[config.mk]
export PLATFORM = sky130hd
export DESIGN_NAME = lcdm_four_mux_drv
export DESIGN_NICKNAME = d
export VERILOG_FILES = /design/src/hw/lcdm_four_mux_drv.v /design/src/hw/lcdm_sync2.v
export VERILOG_INCLUDE_DIRS = /design/src /design/src/hw
export SDC_FILE = /design/constraint.sdc
export NUM_CORES = 1
export LEC_CHECK = 0
export ABC_AREA = 1
export BUFFER_PORTS_ARGS = -buffer_cell sky130_fd_sc_hd__buf_4
export CAP_MARGIN = 10
export CORE_ASPECT_RATIO = 0.75
export CORE_MARGIN = 2
export CORE_UTILIZATION = 40
export DETAILED_ROUTE_END_ITERATION = 6
export GPL_TIMING_DRIVEN = 0
export PLACE_DENSITY = 0.62
export SLEW_MARGIN = 20
export SYNTH_ARGS = -nofsm -noshare
export SYNTH_HDL_FRONTEND = slang
export SYNTH_SLANG_ARGS = --single-unit
[constraint.sdc]
create_clock -name REF_CLK -period 2.97 [get_ports REF_CLK]
set_input_delay 0.594 -clock REF_CLK [delete_from_list [all_inputs] [get_ports REF_CLK]]
set_output_delay 0.594 -clock REF_CLK [all_outputs]
set_load 0.005 [all_outputs]
[src/hw/lcdm_regs.vh]
// timing, size and reset constants for the four-common lcd waveform generator
`ifndef LCDM_REGS_VH
`define LCDM_REGS_VH

// reference clock: 50 MHz, period in ns
`define LCDM_REF_CLK_PERIOD_NS  20
// oscillator tick that paces the drive waveforms: 25 kHz, period in ns
`define LCDM_OSC_PERIOD_NS      40000
// reference clock cycles per oscillator tick (2000)
`define LCDM_TICK_CYCLES        (`LCDM_OSC_PERIOD_NS / `LCDM_REF_CLK_PERIOD_NS)
// width of the tick divider counter
`define LCDM_DIV_WIDTH          11
// last divider count, one below the cycles per tick (1999)
`define LCDM_TICK_LAST          11'h7cf

// line counts
`define LCDM_NUM_COMMON         4
`define LCDM_NUM_SEGMENT        8
`define LCDM_NUM_STATES         8

// pattern state field positions: slot is bits 1:0, frame half is bit 2
`define LCDM_STATE_WIDTH        3
`define LCDM_STATE_HALF_BIT     2
`define LCDM_STATE_SLOT_MSB     1

// cycles a driven common must hold before its readback is trusted
`define LCDM_SETTLE_CYCLES      2'h3

// reset values
`define LCDM_RST_STATE          3'h0
`define LCDM_RST_SEGMENT        8'h00
`define LCDM_RST_COMMON_O       4'h0
`define LCDM_RST_COMMON_OE      4'h0

`endif

[src/hw/lcdm_four_mux_drv.v]
// four-common multiplexed segment lcd waveform generator, with static drive option
`timescale 1ns/100ps
`include "lcdm_regs.vh"

module lcdm_four_mux_drv (
    // clock and asynchronous reset
    input  wire        REF_CLK,
    input  wire        RESETN,
    // host controls, asynchronous to REF_CLK
    input  wire        SYNC_RESET_N,
    input  wire        STATIC_MODE,
    // pattern bytes, byte k at bits 8k+7:8k, held stable by the host
    input  wire [63:0] PATTERN_BYTES,
    // common lines: readback, level and drive enable
    input  wire [3:0]  COMMON_LINE_I,
    output wire [3:0]  COMMON_LINE_O,
    output wire [3:0]  COMMON_LINE_OE,
    // segment lines, always push-pull
    output wire [7:0]  SEGMENT_LINE,
    // status
    output wire [2:0]  PATTERN_STATE,
    output wire        DRIVE_FAULT
);

    localparam [`LCDM_DIV_WIDTH-1:0] TICK_LAST = `LCDM_TICK_LAST;

    // synchronised host controls
    wire        sync_reset_n;
    wire        static_mode;
    wire [3:0]  common_line_in;
    wire [63:0] pattern_bytes;

    // tick divider and phase counter
    reg  [`LCDM_DIV_WIDTH-1:0]   div_reg;
    reg  [`LCDM_DIV_WIDTH-1:0]   div_next;
    reg  [`LCDM_STATE_WIDTH-1:0] phase_reg;
    reg  [`LCDM_STATE_WIDTH-1:0] phase_next;
    wire                         tick;

    // decoded phase fields
    wire       frame_half;
    wire [1:0] slot;
    wire [7:0] state_byte;

    // output registers
    reg  [3:0] common_o_reg;
    reg  [3:0] common_o_next;
    reg  [3:0] common_oe_reg;
    reg  [3:0] common_oe_next;
    reg  [7:0] segment_reg;
    reg  [7:0] segment_next;

    // readback checker
    reg  [1:0] settle_reg;
    reg  [1:0] settle_next;
    reg        fault_reg;
    reg        fault_next;
    wire       drive_changed;
    wire       mismatch;

    // host levels cross into REF_CLK; sync reset starts held low
    lcdm_sync2 #(
        .WIDTH    (2),
        .INIT_VAL (2'h0)
    ) u_sync_ctrl (
        .clk      (REF_CLK),
        .rst_n    (RESETN),
        .async_in ({SYNC_RESET_N, STATIC_MODE}),
        .sync_out ({sync_reset_n, static_mode})
    );

    // pad levels of the commons, used only for the drive check
    lcdm_sync2 #(
        .WIDTH    (4),
        .INIT_VAL (4'h0)
    ) u_sync_common (
        .clk      (REF_CLK),
        .rst_n    (RESETN),
        .async_in (COMMON_LINE_I),
        .sync_out (common_line_in)
    );

    // pattern bytes change only while the waveform is held; syncing them keeps
    // a late host write from reaching the segments half-settled
    lcdm_sync2 #(
        .WIDTH    (64),
        .INIT_VAL (64'h0000_0000_0000_0000)
    ) u_sync_pattern (
        .clk      (REF_CLK),
        .rst_n    (RESETN),
        .async_in (PATTERN_BYTES),
        .sync_out (pattern_bytes)
    );

    // divider makes one oscillator tick every 2000 reference cycles
    assign tick = (div_reg == TICK_LAST);

    // divider and phase restart together while sync reset is low
    always @* begin
        div_next   = div_reg;
        phase_next = phase_reg;
        if (!sync_reset_n) begin
            div_next   = {`LCDM_DIV_WIDTH{1'b0}};
            phase_next = `LCDM_RST_STATE;
        end else if (tick) begin
            div_next   = {`LCDM_DIV_WIDTH{1'b0}};
            phase_next = phase_reg + 3'h1;
        end else begin
            div_next   = div_reg + {{(`LCDM_DIV_WIDTH-1){1'b0}}, 1'b1};
        end
    end

    always @(posedge REF_CLK or negedge RESETN) begin
        if (!RESETN) begin
            div_reg   <= {`LCDM_DIV_WIDTH{1'b0}};
            phase_reg <= `LCDM_RST_STATE;
        end else begin
            div_reg   <= div_next;
            phase_reg <= phase_next;
        end
    end

    // slot picks the common, half picks the polarity; both from one counter
    assign frame_half = phase_reg[`LCDM_STATE_HALF_BIT];
    assign slot       = phase_reg[`LCDM_STATE_SLOT_MSB:0];

    // byte of the current pattern state; host stores the inverted half in 4..7
    assign state_byte = pattern_bytes[{phase_reg, 3'h0} +: 8];

    // next drive of commons and segments
    always @* begin : drive_calc
        integer n;
        n              = 0;
        common_o_next  = `LCDM_RST_COMMON_O;
        common_oe_next = `LCDM_RST_COMMON_OE;
        segment_next   = `LCDM_RST_SEGMENT;
        if (!sync_reset_n) begin
            // held: commons float at mid level, segments low
            common_o_next  = `LCDM_RST_COMMON_O;
            common_oe_next = `LCDM_RST_COMMON_OE;
            segment_next   = `LCDM_RST_SEGMENT;
        end else if (static_mode) begin
            // single common is a push-pull square wave, toggling each half frame
            common_oe_next[0] = 1'b1;
            common_o_next[0]  = frame_half;
            // a zero bit in byte 0 lights that segment by inverting the wave
            segment_next = {8{frame_half}} ^ ~pattern_bytes[7:0];
        end else begin
            for (n = 0; n < `LCDM_NUM_COMMON; n = n + 1) begin
                if (slot == n[1:0]) begin
                    // active slot: driven to a rail, low then high
                    common_oe_next[n] = 1'b1;
                    common_o_next[n]  = frame_half;
                end else begin
                    // idle slot: released so the divider holds it at mid level
                    common_oe_next[n] = 1'b0;
                    common_o_next[n]  = 1'b0;
                end
            end
            // rail against rail lights a pair, rail against mid never does
            segment_next = state_byte;
        end
    end

    // outputs all move on the same edge so commons and segments stay aligned
    always @(posedge REF_CLK or negedge RESETN) begin
        if (!RESETN) begin
            common_o_reg  <= `LCDM_RST_COMMON_O;
            common_oe_reg <= `LCDM_RST_COMMON_OE;
            segment_reg   <= `LCDM_RST_SEGMENT;
        end else begin
            common_o_reg  <= common_o_next;
            common_oe_reg <= common_oe_next;
            segment_reg   <= segment_next;
        end
    end

    // readback is only meaningful once a driven level has crossed the synchroniser
    assign drive_changed = (common_o_next != common_o_reg) ||
                           (common_oe_next != common_oe_reg);
    assign mismatch      = |(common_oe_reg & (common_o_reg ^ common_line_in));

    // sticky fault: a driven common reads back the wrong level; a short or
    // a divider too stiff for the pad shows up here, cleared by sync reset
    always @* begin
        settle_next = settle_reg;
        fault_next  = fault_reg;
        if (!sync_reset_n) begin
            settle_next = 2'h0;
            fault_next  = 1'b0;
        end else begin
            if (drive_changed) begin
                settle_next = 2'h0;
            end else if (settle_reg != `LCDM_SETTLE_CYCLES) begin
                settle_next = settle_reg + 2'h1;
            end
            if ((settle_reg == `LCDM_SETTLE_CYCLES) && mismatch) begin
                fault_next = 1'b1;
            end
        end
    end

    always @(posedge REF_CLK or negedge RESETN) begin
        if (!RESETN) begin
            settle_reg <= 2'h0;
            fault_reg  <= 1'b0;
        end else begin
            settle_reg <= settle_next;
            fault_reg  <= fault_next;
        end
    end

    // port drive
    assign COMMON_LINE_O  = common_o_reg;
    assign COMMON_LINE_OE = common_oe_reg;
    assign SEGMENT_LINE   = segment_reg;
    assign PATTERN_STATE  = phase_reg;
    assign DRIVE_FAULT    = fault_reg;

endmodule

[src/hw/lcdm_sync2.v]
// two-flip-flop synchroniser for levels arriving from outside the clock domain
`timescale 1ns/100ps

module lcdm_sync2 #(
    parameter               WIDTH    = 1,
    parameter [WIDTH-1:0]   INIT_VAL = {WIDTH{1'b0}}
) (
    // clock and reset
    input  wire             clk,
    input  wire             rst_n,
    // asynchronous level in, synchronised level out
    input  wire [WIDTH-1:0] async_in,
    output wire [WIDTH-1:0] sync_out
);

    reg [WIDTH-1:0] meta_reg;
    reg [WIDTH-1:0] sync_reg;

    // first stage feeds only the second stage
    always @(posedge clk or negedge rst_n) begin
        if (!rst_n) begin
            meta_reg <= INIT_VAL;
            sync_reg <= INIT_VAL;
        end else begin
            meta_reg <= async_in;
            sync_reg <= meta_reg;
        end
    end

    assign sync_out = sync_reg;

endmodule

# Word-level counts from Yosys, hierarchy flattened
# Cells that the tools add are included.
# W data, S select, Z words.
# classes
add_sub_neg,3
eq_ne,11
shifts,1
n_mux,25
bitwise,4
reduce_logical,4
# ops
cell,count
$shiftx A64 B7 Y8,1
$mux W11,2
$mux W8,2
$mux W1,12
$mux W3,4
$add A11 B1 Y11 const B,1
$eq A11 B11 Y1 const B,1
$mux W4,2
$ne A4 B4 Y1,2
$not A8 Y8,1
$xor A8 B8 Y8,1
$eq A2 B2 Y1 const B,3
$mux W2,3
$ne A2 B2 Y1 const B,3
$and A4 B4 Y4,1
$reduce_or A4 Y1,1
$xor A4 B4 Y4,1
$add A3 B1 Y3 const B,1
$ne A3 B3 Y1 const B,1
$add A2 B1 Y2 const B,1
$eq A2 B1 Y1 const B,1
$logic_not A2 Y1,1
$logic_and A1 B1 Y1,1
$logic_or A1 B1 Y1,1
# word_totals
ff_bits,173
in_bits,72
output_inout_bits,20
wordCells,61

# Depth between registers and ports, before layout
# depth
ltp_word,8
depth_mapped,12
depth_no_buf,10

# By module
# A second synthesis with hierarchy kept.
# unflattened
hier_cells,506
area_unflattened_um2,5930.7
# modules_own_cells
module,n_inst,cells_per_inst,area_per_inst_um2,seq_area_each_um2
lcdm_sync2 at u_sync_pattern,1,128,3203.1,3203.1
lcdm_four_mux_drv,1,366,2427.3,825.8
lcdm_sync2 at u_sync_common,1,8,200.2,200.2
lcdm_sync2 at u_sync_ctrl,1,4,100.1,100.1

# Least setup slack after synthesis
# Ideal clock, no wire load.
# synth_timing
path_kind,register to register
startpoint,"register phase_reg[0], in the netlist PATTERN_STATE[0]"
endpoint,register settle_reg[0]
setup_ns,0.086
arrival_time_ns,1.533
required_time_ns,2.884
path_slack_ns,1.351
stages_incl_launch_ff,13
n_path_buf,2
period_less_slack_ns,1.619
cell_sequence,dfrtp_1 -> inv_1 -> buf_2 -> buf_4 -> ha_1 -> inv_1 -> nand2_1 -> nand2_1 -> nand2_1 -> nand2_1 -> nor2_1 -> nand2_1 -> nor3_1
# synth_between
elab_chain_len,8
word_cells_on_any_way,24
cone_classes,6 x eq/ne; 16 x mux; 2 x reduce/logical
# synth_lines
element,line_no,rtl
start: declaration,lcdm_four_mux_drv.v:36,reg [`LCDM_STATE_WIDTH-1:0] phase_reg;
start signal: assignment,lcdm_four_mux_drv.v:116,phase_reg <= `LCDM_RST_STATE;
start signal: assignment,lcdm_four_mux_drv.v:119,phase_reg <= phase_next;
"$eq A2 B1 Y1, or another cell as far along",lcdm_four_mux_drv.v:150,if (slot == n[1:0]) begin
$mux W1,lcdm_four_mux_drv.v:150,
$mux W3 / $mux W1 (equally long branches),lcdm_four_mux_drv.v:142,end else if (static_mode) begin
$mux W4,lcdm_four_mux_drv.v:137,if (!sync_reset_n) begin
$ne A4 B4 Y1 (on tied branches),"lcdm_four_mux_drv.v:179, lcdm_four_mux_drv.v:180",
$logic_or A1 B1 Y1 (*),lcdm_four_mux_drv.v:179,assign drive_changed = (common_o_next != common_o_reg) ||
$mux W2,lcdm_four_mux_drv.v:192,if (drive_changed) begin
$mux W2,lcdm_four_mux_drv.v:188,if (!sync_reset_n) begin
end signal: assignment,lcdm_four_mux_drv.v:208,settle_reg <= settle_next;
end: declaration,lcdm_four_mux_drv.v:54,reg [1:0] settle_reg;
# Every way passes the cells marked *; elsewhere a longest branch is shown, timed or not.
# A chain may end at the register's enable or synchronous reset.

# Final worst setup path
# layout_timing
startpoint,"register phase_reg[1], in the netlist PATTERN_STATE[1]"
endpoint,register settle_reg[0]
# Same word-level chain as after synthesis.

==> impl_metrics.yaml <==
place:
  dp_hpwl_mm: 8.31
  gp_congestion: 0.832
  place_area_um2: 6930
  place_ws_ns: 0.869
  port_buffers: 91
cts:
  clock_path_buffers: 2
  cts_setup_buffers: 0
  ctsHoldBuffers: 0
  cts_tree: "built"
  cts_resized: 0
  ctsRootBufferMaster: "clkbuf_16"
  clk_pin_slew_ns: 0.06
  clock_latency_ns: 0.43
  cts_buffers: 17
  h-tree-depth: 4
  cts.sinks: 173
finish:
  fin_nets: 716
  seqCellArea_um2: 4330
  postLayoutCoreUtil_pct: 52.2
  drive_above_1_share_pct: 23.1
  final_cell_mix: "dfrtp_1, nand2_1, buf_4"
  stdcell_area_um2: 7560
  multiInputGateArea_um2: 1310
  layout_commonest_cell: "dfrtp_1"
  fillers: 1278
  antenna_cells: 0
  area_delta_synth_final_pct: 27.0
global_route:
  antenna_found_initial: 0
  grt_pass1_vias: 3896
  grt_max_degree: 109
  grt_pass1_wl_mm: 19.9
  overflow: 0
  gr-usage-all-layers_pct: 16.7
detailed_routing:
  vias: 3826
  viasPerCell: 4.51
  ant_nets: 0
  drc: 0
  wl_per_cell_um: 14.0
  dr.pass1.iters: 4
  drt_iter0_markers: 185
  drt-total-wl_mm: 11.9
sta:
  fin_skew_ns: 0.0107
  worst_pin_slew_ns: 0.515
  fin_crit_sh_pct: 71.1
  timing.final.max_slew_violations: 0
  finalHoldViolCount: 0
  period_needed_ns: 2.11
  timing.setup.tns_ns: 0
  slew_headroom_pct: 65.7
  setup_ws_ns: 0.858
  hold_ws_ns: 0.115
  max_freq_ghz: 0.474
  rsz0062_at_grt: "false"
  setup_violations: 0
synth:
  syn-instance-count: 526
  syn_area_per_cell_um2: 11.3
  synth-seq-cells: 173
  yosysSeqAreaShare_pct: 72.7
  synth_nets: 605
  syn_area_um2: 5960
  ys_warn_count: 0
  synth_cell_types: 23
critical_path:
  required_ns: 3.31
  path_common_cell: "nand2_1"
  max_stage_delay_ns: 0.53
  critPathBufInv: 3
  cp-end-kind: "register"
  critPathKind: "register to register"
  r2r_end: "settle_reg[0]"
  path_delay_family: "simple AND/OR/NAND/NOR gates"
  slowest_stage: "dfrtp_1"
  worstPathArrival_ns: 2.45
  r2r_slack_ns: 0.86
  r2r_start: "PATTERN_STATE[1]"
  start_kind: "register"
  path_max_fanout: 11
  cp_cell_sequence: "inv_2 > buf_2 > ha_1 > inv_1 > nand2_1 > nand2_1 > nand2_1 > nand2_1 > nor2_1 > nand2_1 > nor3_1"
  r2r_cells: 11
floorplanning:
  initial_core_util_pct: 41.1
  fp.dieH_um: 110
  die-area_um2: 15900
  fp-row-count: 38
  core-area_um2: 14500
  fp.dieW_um: 145
  io_pins: 92
power_and_ir_drop:
  p_seq_share_pct: 49.3
  ir_drop_v: 0.000360
  powerDensity_nw_per_um2: 673
  combPwrFrac_pct: 4.2
  p_sw_share_pct: 20.8
  p_clk_share_pct: 46.5
  netSwitchingPower_mw: 1.06
  leakage_nw: 3.78
  p_int_mw: 4.03
worst_hold_path:
  worstHoldPathType: "input port to async pin"
run:
  maxCapViolCount: 0
run_status:
  status: "finished clean"
[metal layers]
layer | routed length [um] | GRT usage [%] | vias to the layer above
li1 | - | - | 1853
met3 | 701 | 4.40 | 14
met1 | 5730 | 23.2 | 1849
met2 | 5250 | 24.9 | 110
met5 | 0 | 0 | -
met4 | 184 | 7.43 | 0
[metrics by stage]
stage / power [mW] / instances
2_1_floorplan: 2.60 / 526
3_3_place_gp: 2.76 / 817
3_5_place_dp: 2.77 / 818
4_1_cts: 5.16 / 849
5_1_grt: 5.29 / 849
6_report: 5.09 / 849
[logic make-up after synthesis]
kind of cell,after synthesis,share of synthesized area (%)
AOI/OAI and AO/OA,47,4.01
buffers and inverters,78,5.36
and+or+nand+nor,212,15.2
adders and majority gates,7,1.47
xor gates and xnor gates,9,1.32
DFF,173,72.7
[synth_stat cells]
library cell | number | share of area, %
dfrtp_1 | 173 | 73
buf_4 | 4 | 0.50
clkbuf_1 | 2 | 0.13
clkinv_1 | 1 | 0.063
nor2_1 | 38 | 2.4
o21bai_1 | 1 | 0.13
buf_2 | 9 | 0.76
nand4_1 | 5 | 0.53
nor2_2 | 4 | 0.42
inv_1 | 58 | 3.7
xnor2_1 | 9 | 1.3
a21oi_1 | 4 | 0.34
o21ai_0 | 32 | 2.7
or2_2 | 6 | 0.63
a31oi_1 | 1 | 0.11
or2_1 | 1 | 0.11
inv_2 | 4 | 0.25
nand3b_1 | 1 | 0.13
nand3_1 | 48 | 4.0
nor3_1 | 3 | 0.25
nand2_1 | 106 | 6.7
ha_1 | 7 | 1.5
o21ai_1 | 9 | 0.76
[power groups by stage]
stage          registers, mW  logic (mW)  clock network [mW]
4_1_cts                 2.51       0.221                2.42
3_3_place_gp            2.55       0.210                   0
6_report                2.51       0.215                2.37
2_1_floorplan           2.54      0.0664                   0
3_5_place_dp            2.55       0.220                   0
5_1_grt                 2.52       0.247                2.53
[worst reg2reg max path, delay by kind of cell (launching register included)]
family | cells | cell delay, ns
buffers and inverters | 3 | 0.57
flip-flops | 1 | 0.53
adder cells (fa/ha/maj) | 1 | 0.21
AND/OR/NAND/NOR | 7 | 0.73
[final cells by class]
class / instances / area share [%]
buffer: 15 / 1.09
clock buffer: 19 / 5.99
clock inverter: 12 / 2.45
inverter: 63 / 3.13
multi-input combinational: 275 / 17.3
sequential: 173 / 57.2
tap: 200 / 3.31
timing repair buffer: 92 / 9.50
[worst max path at each step]
stage                          start                    endpoint  cells past startpoint
floorplan           PATTERN_STATE[0]               settle_reg[0]                     12
global placement              RESETN  u_sync_pattern.meta_reg[9]                      1
detailed placement  PATTERN_STATE[1]               settle_reg[0]                     11
CTS                 PATTERN_STATE[1]               settle_reg[0]                     11
global route        PATTERN_STATE[1]               settle_reg[0]                     11
finish              PATTERN_STATE[1]               settle_reg[0]                     11
Power figures use the tool's default switching activity.
